**src/clc_defines.svh**
```systemverilog
// Register offsets, field positions, reset values and timing counts of the light controller.
`ifndef CLC_DEFINES_SVH
`define CLC_DEFINES_SVH
`define CLC_A_CTRL 8'h00
`define CLC_A_CMD 8'h04
`define CLC_A_CAMW 8'h08
`define CLC_A_STBW 8'h0c
`define CLC_A_STBO 8'h10
`define CLC_A_PFULL 8'h14
`define CLC_A_POVL 8'h18
`define CLC_A_GAP 8'h1c
`define CLC_A_MINP 8'h20
`define CLC_A_SEQT 8'h24
`define CLC_A_STAT 8'h28
`define CLC_A_LOST 8'h2c
`define CLC_A_DONE 8'h30
`define CLC_CTRL_W 19
`define CLC_B_GO 0
`define CLC_B_BEG 1
`define CLC_B_END 2
`define CLC_R_CTRL 19'h00000
`define CLC_R_CAMW 24'h000064
`define CLC_R_STBW 24'h000064
`define CLC_R_STBO 24'h000000
`define CLC_R_PFULL 24'h0000c8
`define CLC_R_POVL 24'h000064
`define CLC_R_GAP 24'h00000a
`define CLC_R_MINP 24'h0000c8
`define CLC_R_SEQT 24'h000001
`endif

```
**src/clc_pkg.sv**
```systemverilog
// Types shared by the camera and light cycle controller.
package clc_pkg;
	typedef enum logic [1:0] {SEQ_WAIT = 2'b00, SEQ_ACTIVE = 2'b01, SEQ_ENDED = 2'b10} clc_seq_t;
	typedef enum logic [1:0] {ORIG_SELF = 2'b00, ORIG_CMD = 2'b01, ORIG_EVENT = 2'b10} clc_orig_t;
	typedef enum logic [1:0] {BEG_IMM = 2'b00, BEG_CMD = 2'b01, BEG_EVENT = 2'b10} clc_beg_t;
	typedef enum logic [1:0] {END_CMD = 2'b00, END_LEN = 2'b01, END_EVENT = 2'b10} clc_end_t;
	typedef struct packed {
		logic [2:0] esel;
		logic [2:0] bsel;
		logic [2:0] tsel;
		logic [2:0] limit;
		clc_end_t esrc;
		clc_beg_t bsrc;
		logic overlap;
		clc_orig_t orig;
	} clc_ctrl_t;
	typedef struct packed {
		logic launch;
		logic permit;
		logic strobe;
		logic cam;
	} clc_out_t;
endpackage

```
**src/clc_camera_light_controller.sv**
```systemverilog
// Camera trigger and strobe cycle controller with its register port.
//
// Summary of operation
// Each launch gives one camera pulse, one strobe pulse, one permit.
// Camera pulse width equals the programmed camera trigger width, one cycle if that is zero.
// Strobe width equals its own programmed width, one cycle if that is zero.
// Strobe rises the programmed offset after the camera pulse rises.
// Negative offset: strobe rises at launch, camera after the magnitude.
// Permit position is a programmed value, an earlier one with overlap.
// With overlap, camera pulses keep the minimum exposure gap.
// Launches are spaced at least the minimum cycle period apart.
// No launch unless the sequence is active.
// No launch before the previous cycle's permit.
// No launch while memory has no room.
// Triggered origin with limit zero: each launch needs a fresh trigger.
// Triggered origin with nonzero limit: launch serves a pending trigger first.
// Self-timed origin triggers at start, then each time the cycle gate is ready.
// Command or event origin waits for go command or event edge.
// Event sources: line, decoder, multiplier, divider, delay, input, user.
// Limit zero disables latching; one to seven gives that many entries.
// Software reads the pending trigger count.
// Rejected triggers in triggered origins bump the lost counter.
// An accepted trigger not served at once bumps the pending count.
// Trigger launches at once when active, the gate waits and no trigger is pending.
// Trigger latches when active, count below limit, and gate not ready or a trigger pending.
// Sequence controller governs trigger front end and cycle gate.
// Immediate begin origin starts from reset with no command or event; after an end it needs one.
// Length mode stops after the programmed cycle total, default one.
// Cycle total is captured when the sequence begins.
// A launch serving a latched trigger decrements the pending count.
// Pending count clears when the sequence ends or on reset.
`timescale 1ns/100ps
`include "clc_defines.svh"
module clc_camera_light_controller
	import clc_pkg::*;
#(
	parameter int TW = 24
) (
	input wire logic clk,
	input wire logic rst_b,
	input wire logic ce,
	input wire logic [7:0] addr,
	input wire logic [31:0] wdata,
	input wire logic wr,
	input wire logic rd,
	output logic [31:0] rdata,
	input wire logic [7:0] tool_events,
	input wire logic mem_room,
	output clc_out_t light
);
	clc_ctrl_t ctrl;
	logic [TW-1:0] cam_w, stb_w, stb_o, p_full, p_ovl, gap, min_p;
	logic [23:0] seq_t, seq_left, done;
	logic [31:0] lost_n;
	logic [2:0] pend;
	logic [7:0] ev_q, ev_rise;
	logic cmd_wr, go_cmd, beg_cmd, end_cmd;
	logic run;
	logic [TW:0] t, lc, ts, ss, te, se, tend;
	logic [TW-1:0] mag, cw_e, sw_e, pp, pc, gc;
	logic permit_hit, permit_ok, period_ok, gap_ok;
	clc_seq_t seq;
	logic seq_act, stop_req, start, beg_ev, end_ev, len_hit;
	logic self_m, trig_ev, ready, serve, imm, latch, lost, launch;

	// Register writes.
	always_ff @(posedge clk or negedge rst_b) begin
		if (!rst_b) begin
			ctrl <= clc_ctrl_t'(`CLC_R_CTRL);
			cam_w <= TW'(`CLC_R_CAMW);
			stb_w <= TW'(`CLC_R_STBW);
			stb_o <= TW'(`CLC_R_STBO);
			p_full <= TW'(`CLC_R_PFULL);
			p_ovl <= TW'(`CLC_R_POVL);
			gap <= TW'(`CLC_R_GAP);
			min_p <= TW'(`CLC_R_MINP);
			seq_t <= `CLC_R_SEQT;
		end else if (ce && wr) begin
			if (addr == `CLC_A_CTRL) begin
				ctrl <= clc_ctrl_t'(wdata[`CLC_CTRL_W-1:0]);
			end else if (addr == `CLC_A_CAMW) begin
				cam_w <= wdata[TW-1:0];
			end else if (addr == `CLC_A_STBW) begin
				stb_w <= wdata[TW-1:0];
			end else if (addr == `CLC_A_STBO) begin
				stb_o <= wdata[TW-1:0];
			end else if (addr == `CLC_A_PFULL) begin
				p_full <= wdata[TW-1:0];
			end else if (addr == `CLC_A_POVL) begin
				p_ovl <= wdata[TW-1:0];
			end else if (addr == `CLC_A_GAP) begin
				gap <= wdata[TW-1:0];
			end else if (addr == `CLC_A_MINP) begin
				min_p <= wdata[TW-1:0];
			end else if (addr == `CLC_A_SEQT) begin
				seq_t <= wdata[23:0];
			end
		end
	end

	// Register reads; data stand for one cycle only.
	always_ff @(posedge clk or negedge rst_b) begin
		if (!rst_b) begin
			rdata <= '0;
		end else if (ce) begin
			rdata <= '0;
			if (rd) begin
				if (addr == `CLC_A_CTRL) begin
					rdata <= 32'(ctrl);
				end else if (addr == `CLC_A_CAMW) begin
					rdata <= 32'(cam_w);
				end else if (addr == `CLC_A_STBW) begin
					rdata <= 32'(stb_w);
				end else if (addr == `CLC_A_STBO) begin
					rdata <= 32'(stb_o);
				end else if (addr == `CLC_A_PFULL) begin
					rdata <= 32'(p_full);
				end else if (addr == `CLC_A_POVL) begin
					rdata <= 32'(p_ovl);
				end else if (addr == `CLC_A_GAP) begin
					rdata <= 32'(gap);
				end else if (addr == `CLC_A_MINP) begin
					rdata <= 32'(min_p);
				end else if (addr == `CLC_A_SEQT) begin
					rdata <= 32'(seq_t);
				end else if (addr == `CLC_A_STAT) begin
					rdata <= {25'h0, permit_ok, run, seq, pend};
				end else if (addr == `CLC_A_LOST) begin
					rdata <= lost_n;
				end else if (addr == `CLC_A_DONE) begin
					rdata <= 32'(done);
				end
			end
		end
	end

	// Command strobes and event edges.
	assign cmd_wr = ce && wr && addr == `CLC_A_CMD;
	assign go_cmd = cmd_wr && wdata[`CLC_B_GO];
	assign beg_cmd = cmd_wr && wdata[`CLC_B_BEG];
	assign end_cmd = cmd_wr && wdata[`CLC_B_END];

	always_ff @(posedge clk or negedge rst_b) begin
		if (!rst_b) begin
			ev_q <= '0;
		end else if (ce) begin
			ev_q <= tool_events;
		end
	end

	assign ev_rise = tool_events & ~ev_q;

	// Intra-cycle positions, measured from the first running cycle.
	always_comb begin
		mag = stb_o[TW-1] ? TW'(-stb_o) : stb_o;
		cw_e = (cam_w == '0) ? TW'(1) : cam_w;
		sw_e = (stb_w == '0) ? TW'(1) : stb_w;
		ts = stb_o[TW-1] ? {1'b0, mag} : '0;
		ss = stb_o[TW-1] ? '0 : {1'b0, mag};
		te = ts + {1'b0, cw_e};
		se = ss + {1'b0, sw_e};
		pp = ctrl.overlap ? p_ovl : p_full;
		tend = (te > se) ? te : se;
		if ({1'b0, pp} >= tend) begin
			tend = {1'b0, pp} + (TW+1)'(1);
		end
	end

	assign permit_hit = run && t == {1'b0, pp};

	// Timing engine run state.
	always_ff @(posedge clk or negedge rst_b) begin
		if (!rst_b) begin
			run <= 1'b0;
			t <= '0;
		end else if (ce) begin
			if (launch) begin
				run <= 1'b1;
				t <= '0;
			end else if (run) begin
				t <= t + 1'b1;
				if (t + 1'b1 >= tend) begin
					run <= 1'b0;
				end
			end
		end
	end

	// Registered outputs: one pulse of each kind per cycle.
	always_ff @(posedge clk or negedge rst_b) begin
		if (!rst_b) begin
			light <= '0;
		end else if (ce) begin
			light.cam <= run && t >= ts && t < te;
			light.strobe <= run && t >= ss && t < se;
			light.permit <= permit_hit;
			light.launch <= launch;
		end
	end

	// Permit of the running cycle; a finished cycle always counts as permitted.
	always_ff @(posedge clk or negedge rst_b) begin
		if (!rst_b) begin
			permit_ok <= 1'b1;
		end else if (ce) begin
			if (launch) begin
				permit_ok <= 1'b0;
			end else if (permit_hit || !run) begin
				permit_ok <= 1'b1;
			end
		end
	end

	// Cycles since the last launch and since the camera pulse fell.
	always_ff @(posedge clk or negedge rst_b) begin
		if (!rst_b) begin
			pc <= '1;
		end else if (ce) begin
			if (launch) begin
				pc <= TW'(1);
			end else if (pc != '1) begin
				pc <= pc + 1'b1;
			end
		end
	end

	always_ff @(posedge clk or negedge rst_b) begin
		if (!rst_b) begin
			gc <= '1;
		end else if (ce) begin
			if (light.cam) begin
				gc <= '0;
			end else if (gc != '1) begin
				gc <= gc + 1'b1;
			end
		end
	end

	assign period_ok = pc >= min_p;
	assign gap_ok = !ctrl.overlap || gc >= gap;

	// Cycle gate and trigger sorting.
	assign seq_act = seq == SEQ_ACTIVE;
	assign self_m = ctrl.orig == ORIG_SELF;
	assign trig_ev = !self_m && (go_cmd || (ctrl.orig == ORIG_EVENT && ev_rise[ctrl.tsel]));
	assign ready = seq_act && !stop_req && permit_ok && !run && period_ok && gap_ok && mem_room;
	assign serve = ready && !self_m && pend != 3'd0;
	assign imm = ready && !self_m && pend == 3'd0 && trig_ev;
	assign latch = trig_ev && !imm && seq_act && pend < ctrl.limit;
	assign lost = trig_ev && !imm && !latch;
	assign launch = (ready && self_m) || serve || imm;

	// Pending trigger count.
	always_ff @(posedge clk or negedge rst_b) begin
		if (!rst_b) begin
			pend <= '0;
		end else if (ce) begin
			if (!seq_act) begin
				pend <= '0;
			end else if (latch && !serve) begin
				pend <= pend + 3'd1;
			end else if (serve && !latch) begin
				pend <= pend - 3'd1;
			end
		end
	end

	always_ff @(posedge clk or negedge rst_b) begin
		if (!rst_b) begin
			lost_n <= '0;
		end else if (ce && lost) begin
			lost_n <= lost_n + 32'd1;
		end
	end

	// Sequence controller.
	assign beg_ev = beg_cmd || (ctrl.bsrc == BEG_EVENT && ev_rise[ctrl.bsel]);
	assign end_ev = end_cmd || (ctrl.esrc == END_EVENT && ev_rise[ctrl.esel]);
	assign start = (seq == SEQ_WAIT && ctrl.bsrc == BEG_IMM) || (!seq_act && beg_ev);
	assign len_hit = ctrl.esrc == END_LEN && done + 24'd1 >= seq_left;

	always_ff @(posedge clk or negedge rst_b) begin
		if (!rst_b) begin
			seq <= SEQ_WAIT;
			seq_left <= '0;
			done <= '0;
			stop_req <= 1'b0;
		end else if (ce) begin
			case (seq)
				SEQ_WAIT, SEQ_ENDED: begin
					if (start) begin
						seq <= SEQ_ACTIVE;
						seq_left <= seq_t;
						done <= '0;
						stop_req <= 1'b0;
					end
				end
				SEQ_ACTIVE: begin
					if (stop_req && !run) begin
						seq <= SEQ_ENDED;
					end
					if (launch) begin
						done <= done + 24'd1;
					end
					if (end_ev || (launch && len_hit)) begin
						stop_req <= 1'b1;
					end
				end
				default: begin
					seq <= SEQ_WAIT;
				end
			endcase
		end
	end

	// Checking helpers: cycles since launch and pulse lengths.
	logic [TW:0] hc;
	logic [TW:0] hs;

	always_ff @(posedge clk or negedge rst_b) begin
		if (!rst_b) begin
			lc <= '0;
			hc <= '0;
			hs <= '0;
		end else if (ce) begin
			lc <= launch ? '0 : lc + 1'b1;
			hc <= light.cam ? hc + 1'b1 : '0;
			hs <= light.strobe ? hs + 1'b1 : '0;
		end
	end
endmodule

```
**config.mk**
```make
export PLATFORM = sky130hd
export DESIGN_NAME = clc_camera_light_controller
export DESIGN_NICKNAME = d
export VERILOG_FILES = /design/src/clc_pkg.sv /design/src/clc_camera_light_controller.sv
export VERILOG_INCLUDE_DIRS = /design/src /design/src/src
export SDC_FILE = /design/constraint.sdc
export NUM_CORES = 1
export LEC_CHECK = 0
export BUFFER_PORTS_ARGS = -buffer_cell sky130_fd_sc_hd__buf_2
export CAP_MARGIN = 20
export CORE_MARGIN = 4
export CORE_UTILIZATION = 40
export CTS_BUF_LIST = sky130_fd_sc_hd__clkbuf_8
export DETAILED_ROUTE_END_ITERATION = 12
export GPL_TIMING_DRIVEN = 1
export PLACE_DENSITY = 0.53
export SYNTH_ARGS = -nofsm -noshare
export SYNTH_HDL_FRONTEND = slang
export SYNTH_SLANG_ARGS = --single-unit
```
**constraint.sdc**
```tcl
create_clock -name clk -period 23.2 [get_ports clk]
set_input_delay 1.16 -clock clk [delete_from_list [all_inputs] [get_ports clk]]
set_output_delay 1.16 -clock clk [all_outputs]
set_load 0.005 [all_outputs]
```
# Yosys cells after proc, flatten, opt, wreduce, memory -nomap -nowiden
# Cells that the tools add are included.
op_classes:
  magnitude_cmp: 14
  muxes: 50
  n_addsub: 11
  eq_ne: 26
  reduce_logical: 86
  n_bitwise: 10
op_table:
  columns: ["cell", "count"]
  rows:
  - ["$mux 32", 12]
  - ["$mux 24", 13]
  - ["$mux 25", 4]
  - ["$add 24x1->24 const B", 3]
  - ["$ge 24x24->1", 3]
  - ["$add 24x24->25", 2]
  - ["$ge 25x24->1", 2]
  - ["$lt 25x25->1", 2]
  - ["$logic_not 24->1", 2]
  - ["$ne 24x24->1 const B", 2]
  - ["$pmux 24 s2", 1]
  - ["$eq 8x6->1 const B", 5]
  - ["$logic_and 1x1->1", 37]
  - ["$add 32x1->32 const B", 1]
  - ["$eq 8x5->1 const B", 4]
  - ["$add 24x1->25 const B", 1]
  - ["$add 25x1->25 const B", 1]
  - ["$eq 25x24->1", 1]
  - ["$ge 24x25->1", 1]
  - ["$ge 25x25->1", 1]
  - ["$gt 25x25->1", 1]
  - ["$neg 24->24", 1]
  - ["$eq 8x4->1 const B", 2]
  - ["$lt 3x4->1 const B", 3]
  - ["other kinds (35)", 92]
word_totals:
  ff_bits: 416
  wordCells: 230
  out_inout_bits: 36

# Depth between registers and ports, before layout
# Gate-level depths: netlist (run 1).
depth:
  ltp_word: 19
  mapped_depth: 55
  depth_no_buf: 53

# Worst setup path after synthesis (run 1)
# No wires, ideal clock.
synth_path:
  kind: "flip-flop to flip-flop"
  startpoint: "reg stb_o[9]"
  endpoint: "reg run"
  stages_incl_launch_ff: 53
  slack_ns: 13.964
  arrival_ns: 9.150
  t_required_ns: 23.113
  cell_sequence: "dfrtp_1 or4_1 nor4_1 nand3_1 xor2_1 nand2_1 inv_1 ha_1 clkbuf_1 nand2_1 o21ai_0 a21oi_1 o21bai_1 a21oi_1 xnor2_1 ha_1 nand2_1 nor4_1 [17 not listed] nand2b_1 a21oi_1 o21ai_0 and2_1 buf_6 buf_6 mux2_4 ha_1 o21a_1 o21a_1 o21a_1 o21ai_0 a21boi_0 o21ai_0 nand2b_1 a41oi_1 o21ai_0 o211ai_1"
synth_between:
  elab_chain_cells: 12
  elab_cells_between_ends: 14
  cone_classes: "3 x add/sub; 3 x order compare; 8 x mux"
synth_lines:
  columns: ["item", "line_no", "source"]
  rows:
  - ["from (decl)", "clc_camera_light_controller.sv:52", "logic [TW-1:0] cam_w, stb_w, stb_o, p_full, p_ovl, gap, min_p;"]
  - ["from (signal assigned)", "clc_camera_light_controller.sv:72", "stb_o <= TW'(`CLC_R_STBO);"]
  - ["from (signal assigned)", "clc_camera_light_controller.sv:86", "stb_o <= wdata[TW-1:0];"]
  - ["$neg 24->24", "clc_camera_light_controller.sv:155", "mag = stb_o[TW-1] ? TW'(-stb_o) : stb_o;"]
  - ["$mux 24 (*)", "clc_camera_light_controller.sv:155", null]
  - ["$mux 24 (on tied branches)", "clc_camera_light_controller.sv:158, clc_camera_light_controller.sv:159", null]
  - ["$add 24x24->25 (on tied branches)", "clc_camera_light_controller.sv:160, clc_camera_light_controller.sv:161", null]
  - ["$gt 25x25->1", "clc_camera_light_controller.sv:163", "tend = (te > se) ? te : se;"]
  - ["$mux 25 (*)", "clc_camera_light_controller.sv:163", null]
  - ["$ge 24x25->1", "clc_camera_light_controller.sv:164", "if ({1'b0, pp} >= tend) begin"]
  - ["$mux 25 (*)", "clc_camera_light_controller.sv:164", null]
  - ["$ge 25x25->1 (*)", "clc_camera_light_controller.sv:182", "if (t + 1'b1 >= tend) begin"]
  - ["$mux 1 (*)", "clc_camera_light_controller.sv:182", null]
  - ["$mux 1 (*)", "clc_camera_light_controller.sv:180", "end else if (run) begin"]
  - ["$mux 1 (*)", "clc_camera_light_controller.sv:177", "if (launch) begin"]
  - ["to (signal assigned)", "clc_camera_light_controller.sv:174", "run <= 1'b0;"]
  - ["to (signal assigned)", "clc_camera_light_controller.sv:178", "run <= 1'b1;"]
  - ["to (signal assigned)", "clc_camera_light_controller.sv:183", "run <= 1'b0;"]
  - ["to (decl)", "clc_camera_light_controller.sv:58", "logic run;"]
# Mark *: on every way between the ends. The rest lies on a longest branch, timed or not.
# A chain may end at the register's enable or synchronous reset.

# Worst setup path in the final report (run 1)
layout_path:
  startpoint: "reg stb_o[5]"
  endpoint: "reg run"
# Same word-level chain as after synthesis.

==> flow_summary_export.csv, run 1 <==
group,metric,value,unit
clock_tree,cts-buffers-inserted,77,
route,wl,100,mm
sta,rsz0062_at_grt,"no",
route,ant_nets,0,
worst_hold_path,holdPathStages,1,
global_route,grt-ovfl-total,0,
placement,place_ws,10600,ps
worst_hold_path,worstHoldEndpoint,"lost_n[31]",
pwr,power_density,65.7,nW/µm²
pwr,ir_drop,0.0418,mV
pwr,share_comb_of_total_power,24.5,%
sta,tns,0,ps
worst_setup_path,endpoint_kind,"flop",
floorplanning,ios,90,
synth,ys.flop_type,"dfrtp_1",
route,drc,0,
floorplanning,die_area,79800,µm²
worst_setup_path,arrival,13180,ps
synth,synthDistinctLibCells,87,
final_layout,fin_util,44.6,%
clock_tree,cts_resized,0,
worst_setup_path,reg2reg_depth,51,
synth,netlist_instances,3168,
synth,async_reset_ff_share,100,%
worst_setup_path,cpMostUsedCell,"o21ai_0",
floorplanning,rows,100,
clock_tree,htreeDepth,3,
run,maxCapViolCount,0,
clock_tree,post-cts-setup-buffer-count,0,
sta,fin_worst_skew,55.6,ps
worst_hold_path,min-delay-start,"lost_n[31]",
clock_tree,tritoncts,"yes",
synth,ys_seq_area_share,34.8,%
clock_tree,cts.sinks,416,
final_layout,drive_gt1_share,19.5,%
final_layout,area_growth,10.5,%
worst_setup_path,worstPathRequired,23760,ps
synth,netlist_area,30100,µm²
pwr,intPower,1.46,mW
pwr,p_sw,0.725,mW
floorplanning,core_area,74600,µm²
synth,yosys_warnings,0,
sta,finalHoldViolCount,0,
final_layout,layout.nets,3543,
sta,relSlewSlack,27.5,%
route,drt_iter0_drc,1594,
global_route,grt_max_degree,166,
run_status,outcome,"finished, final reports clean",
final_layout,multiInputGateArea,18000,µm²
worst_setup_path,critPathKind,"reg -> reg",
global_route,antenna_found_initial,3,
final_layout,reg_top3,"lost_n (32), rdata (32), t (25)",
global_route,first_global_vias,25400,
sta,worst_slack,10580,ps
clock_tree,clk_pin_slew,60,ps
placement,place_inst,4082,
final_layout,finalNonFillerCells,4228,
worst_setup_path,slowest_stage,"nor4_1",
final_layout,fillers,7253,
worst_hold_path,hp-class,"reg -> reg",
worst_setup_path,crit_path_start_kind,"flop",
floorplanning,die_w,282,µm
sta,fmax,0.0793,GHz
global_route,track_usage,25.0,%
synth,synth_edf_count,0,
sta,worst_pin_slew,1090,ps
sta,drv_slew,0,
placement,place_congestion,0.938,
worst_setup_path,cpPeakStageDelay,750,ps
synth,yosys_register_bits,416,
synth,synth_nets,3518,
floorplanning,start_util,40.4,%
final_layout,final_area,33300,µm²
worst_setup_path,worstPathMaxFanout,22,
synth,syn-mean-instance-area,9.51,µm²
clock_tree,root_buffer,"clkbuf_8",
floorplanning,die_h,282,µm
route,viasPerCell,5.85,
clock_tree,clockBufferDepth,3,
sta,finalCriticalPeriod,12620,ps
clock_tree,cts_hold_buf,0,
final_layout,seq_area,10500,µm²
pwr,clkPwrFrac,38.1,%
route,first_pass_iters,5,
placement,hpwlAfterDp,76.3,mm
worst_setup_path,r2r-end,"run",
clock_tree,insertion_delay,700,ps
global_route,grt_pass1_wl,152,mm
sta,setup_viol,0,
pwr,swShare,33.2,%
placement,placed_area,31400,µm²
worst_setup_path,r2r-start,"stb_o[5]",
route,drt-wirelength-per-cell,23.8,µm
pwr,sequentialPowerShare,37.4,%
sta,fin_crit_sh,54.4,%
worst_setup_path,r2r_slack,10580,ps
pwr,p_leak,16.3,nW
placement,port_buffers,81,
route,vias,24800,
-- layout make-up --
cell class	count	area share, %
diodes	2	0.0150
clock buffers	105	4.34
clock inverters	38	1.17
inverters	250	2.82
multi-input cells	2323	54.2
flip-flops and latches	416	31.5
well taps	969	3.64
repair buffers	125	2.34
-- worst max path at each step --
| stage | from | slack, ps | to |
|---|---|---|---|
| 2_1_floorplan | stb_o[9] | 13960 | run |
| 3_3_place_gp | stb_o[4] | 10540 | run |
| 3_5_place_dp | stb_w[22] | 10600 | run |
| 4_1_cts | stb_o[4] | 10500 | run |
| 5_1_grt | stb_o[4] | 9920 | run |
| 6_report | stb_o[5] | 10580 | run |
-- logic make-up (layout without fill, tap and decap cells) --
group	after synthesis	in the layout	synth area share (%)
fa+ha+maj	299	299	12.5
other cells	1	3	0.0124
buf+inv	429	518	5.48
xor+xnor	226	226	6.57
mux	323	323	12.3
flops	416	416	34.8
compound gates	709	709	15.7
simple gates	765	765	12.6
-- worst max-delay path: cells and delay by family, from the launching register on --
kind | cells | cell delay (ps)
AND/OR/NAND/NOR | 9 | 2620
adder cells (fa/ha/maj) | 5 | 1540
multiplexers | 2 | 630
XOR/XNOR | 2 | 380
flip-flops | 1 | 460
AO/OA/AOI/OAI | 29 | 6120
buffers and inverters | 4 | 750
-- placed cells by master, fill, tap and decap left out, types with 25 or more instances in the layout --
| cell | netlist | layout |
|---|---|---|
| dfrtp_1 | 349 | 349 |
| o21ai_0 | 150 | 150 |
| nor2_1 | 140 | 137 |
| buf_4 | 0 | 42 |
| a21oi_1 | 131 | 131 |
| ha_1 | 293 | 293 |
| o31ai_1 | 25 | 25 |
| and3_1 | 39 | 39 |
| mux2_2 | 256 | 256 |
| nand3_1 | 99 | 99 |
| nand4_1 | 57 | 57 |
| a211oi_1 | 59 | 59 |
| nor3_1 | 44 | 41 |
| xnor2_1 | 129 | 129 |
| nand2b_1 | 50 | 50 |
| mux2i_1 | 40 | 40 |
| nor2b_1 | 37 | 37 |
| o22ai_1 | 62 | 62 |
| buf_2 | 5 | 79 |
| inv_1 | 250 | 263 |
| nand2_1 | 216 | 216 |
| xor2_1 | 97 | 97 |
| a21o_1 | 90 | 90 |
| nor4_1 | 30 | 28 |
| clkbuf_8 | 0 | 105 |
| dfstp_2 | 67 | 67 |
-- power by group through the flow --
stage                     Combinational (mW)  Sequential, mW  Clock (mW)
after global routing                   0.591           0.822       0.882
after floorplan                        0.359           0.808           0
after CTS                              0.541           0.817       0.852
final                                  0.536           0.819       0.832
after global placement                 0.527           0.828           0
after detailed placement               0.538           0.829           0
-- metrics by stage --
stage | power, mW | hold slack (ps)
after floorplan | 1.17 | 445
after global placement | 1.36 | 467
after detailed placement | 1.37 | 482
after CTS | 2.21 | 494
after global routing | 2.29 | 515
final | 2.19 | 484
-- synthesized netlist by cell type (57+ instances only) --
library cell / count / area share [%]
nand2_1: 216 / 2.7
o22ai_1: 62 / 1.3
ha_1: 293 / 12
xor2_1: 97 / 2.8
o21ai_0: 150 / 2.5
dfstp_2: 67 / 5.8
nor2_1: 140 / 1.7
nand4_1: 57 / 1.2
a211oi_1: 59 / 1.5
a21oi_1: 131 / 2.2
inv_1: 250 / 3.1
xnor2_1: 129 / 3.7
dfrtp_1: 349 / 29
mux2_2: 256 / 9.6
nand3_1: 99 / 1.6
clkbuf_1: 159 / 2.0
a21o_1: 90 / 2.2
-- per-layer routing --
layer  track usage (%)  routed length, µm
met1              31.7              43200
met2              42.0              47100
met3              3.57               4730
met4              11.9               5460
met5                 0                  0
No activity file was read; power rests on OpenSTA's default activity.
==> inputs of run 2 (changes only) <==
==> constraint.sdc (replaced) <==
create_clock -name clk -period 13.17 [get_ports clk]
set_input_delay 0.6585 -clock clk [delete_from_list [all_inputs] [get_ports clk]]
set_output_delay 0.6585 -clock clk [all_outputs]
set_load 0.005 [all_outputs]
==> run 2 against run 1 <==
  * Setup slack got worse by 9200 ps
  * Largest cell class unchanged
  * Wire length grew 1.0%
  * Maximum frequency grew 7.2%
  * Global-route usage up 0.44 points
  * Highest routed layer unchanged
==> flow_summary_export.csv, run 2 (synthesis results as in run 1) <==
group,metric,value,unit
run_status,outcome,"finished, final reports clean",
clock_tree,clk_pin_slew,60,ps
pwr,power,3.80,mW
floorplanning,rows,100,
global_route,track_usage,25.4,%
clock_tree,insertion_delay,710,ps
floorplanning,ios,90,
worst_setup_path,r2r-start,"stb_o[4]",
floorplanning,die_area,79800,µm²
sta,rsz0062_at_grt,"no",
final_layout,drive_gt1_share,19.3,%
sta,worst_pin_slew,1140,ps
worst_setup_path,cpMostUsedCell,"o21ai_0",
final_layout,layout.nets,3548,
route,vias,24700,
final_layout,reg_top3,"lost_n (32), rdata (32), t (25)",
clock_tree,root_buffer,"clkbuf_8",
final_layout,area_growth,10.4,%
pwr,ir_drop,0.0719,mV
global_route,grt_max_degree,106,
floorplanning,die_h,282,µm
route,drt-wirelength-per-cell,24.0,µm
final_layout,fillers,7275,
pwr,power_density,114,nW/µm²
worst_setup_path,r2r_slack,1400,ps
clock_tree,clockBufferDepth,3,
sta,relSlewSlack,23.7,%
placement,hpwlAfterDp,77.1,mm
final_layout,layout_common_cells,"349 x dfrtp_1, 293 x ha_1, 275 x inv_1",
clock_tree,cts-buffers-inserted,80,
placement,place_congestion,0.967,
global_route,antenna_found_initial,3,
route,drt_iter0_drc,1766,
worst_setup_path,cpPeakStageDelay,670,ps
route,wl,102,mm
final_layout,final_area,33300,µm²
sta,fin_crit_sh,89.4,%
sta,drv_slew,0,
route,drc,0,
floorplanning,die_w,282,µm
sta,tns,0,ps
sta,setup_viol,0,
clock_tree,cts.sinks,416,
sta,finalCriticalPeriod,11770,ps
clock_tree,tritoncts,"yes",
floorplanning,start_util,40.4,%
worst_setup_path,r2r-end,"run",
clock_tree,htreeDepth,3,
clock_tree,post-cts-setup-buffer-count,0,
final_layout,final_common_cell,"dfrtp_1",
worst_setup_path,slowest_stage,"o21ai_0",
route,first_pass_iters,6,
worst_hold_path,hp-class,"in -> async",
worst_setup_path,crit_path_start_kind,"flop",
global_route,grt-ovfl-total,0,
global_route,grt_pass1_wl,154,mm
worst_setup_path,worstPathRequired,13770,ps
worst_setup_path,worstPathMaxFanout,20,
clock_tree,cts_hold_buf,0,
worst_setup_path,critPathKind,"reg -> reg",
run,maxCapViolCount,0,
placement,placed_area,31400,µm²
sta,fmax,0.0849,GHz
pwr,p_leak,16.3,nW
route,ant_nets,0,
worst_setup_path,endpoint_kind,"flop",
worst_setup_path,arrival,12380,ps
floorplanning,core_area,74600,µm²
sta,finalHoldViolCount,0,
sta,fin_worst_skew,47.0,ps
placement,port_buffers,81,
clock_tree,cts_resized,0,
route,viasPerCell,5.83,
worst_setup_path,reg2reg_depth,48,
global_route,first_global_vias,25300,
run 2: cell types whose count changed in the layout (fill, tap and decap cells not counted), moves of 2 or more:
| cell | before | now |
|---|---|---|
| buf_4 | 42 | 45 |
| bufinv_16 | 6 | 3 |
| clkbuf_8 | 105 | 102 |
| inv_1 | 263 | 275 |
| inv_8 | 2 | 0 |
run 2: per-stage QoR:
step                      instances  setup slack, ps  utilization, %  hold WS (ps)
after floorplan                3168             3930               -           363
after global placement         4083             1510            42.2           470
after detailed placement       4083             1490            42.2           483
after CTS                      4232             1430            44.6          23.9
after global routing           4235              660            44.6          60.7
final                          4237             1400            44.6          31.3
run 2: power breakdown:
part	total, mW	internal [mW]	switching, mW
registers	1.44	1.35	0.0865
logic	0.953	0.389	0.564
clock network	1.41	0.775	0.637
run 2: worst max-delay path, delay by kind of cell (launching register included):
family	cells	cell delay (ps)
muxes	2	670
buffers and inverters	4	740
xor gates and xnor gates	2	380
DFF	1	470
and+or+nand+nor	8	2260
adders and majority gates	5	1460
AOI/OAI and AO/OA	27	5670
run 2: how the worst max path moves through the flow:
stage             start  end  slack (ps)  depth (start not counted)
2_1_floorplan  stb_o[9]  run        3930                         52
3_3_place_gp   stb_o[4]  run        1510                         48
3_5_place_dp   stb_o[4]  run        1490                         48
4_1_cts        stb_o[4]  run        1430                         50
5_1_grt        stb_o[4]  run         660                         52
6_report       stb_o[4]  run        1400                         48
run 2: cell type report:
class	instances	area (µm²)	share of cell area [%]
multi-input combinational	2323	18000	54.2
sequential	416	10500	31.5
clock buffer	102	1400	4.22
tap	969	1210	3.64
inverter	250	938	2.82
timing repair buffer	127	796	2.39
clock inverter	47	383	1.15
antenna	3	7.51	0.0226
run 2: metal layers:
layer / global-route usage, % / wire length [µm]
met4: 10.3 / 4260
met2: 42.9 / 48500
met5: 0 / 0
met3: 3.87 / 5070
met1: 32.7 / 43700
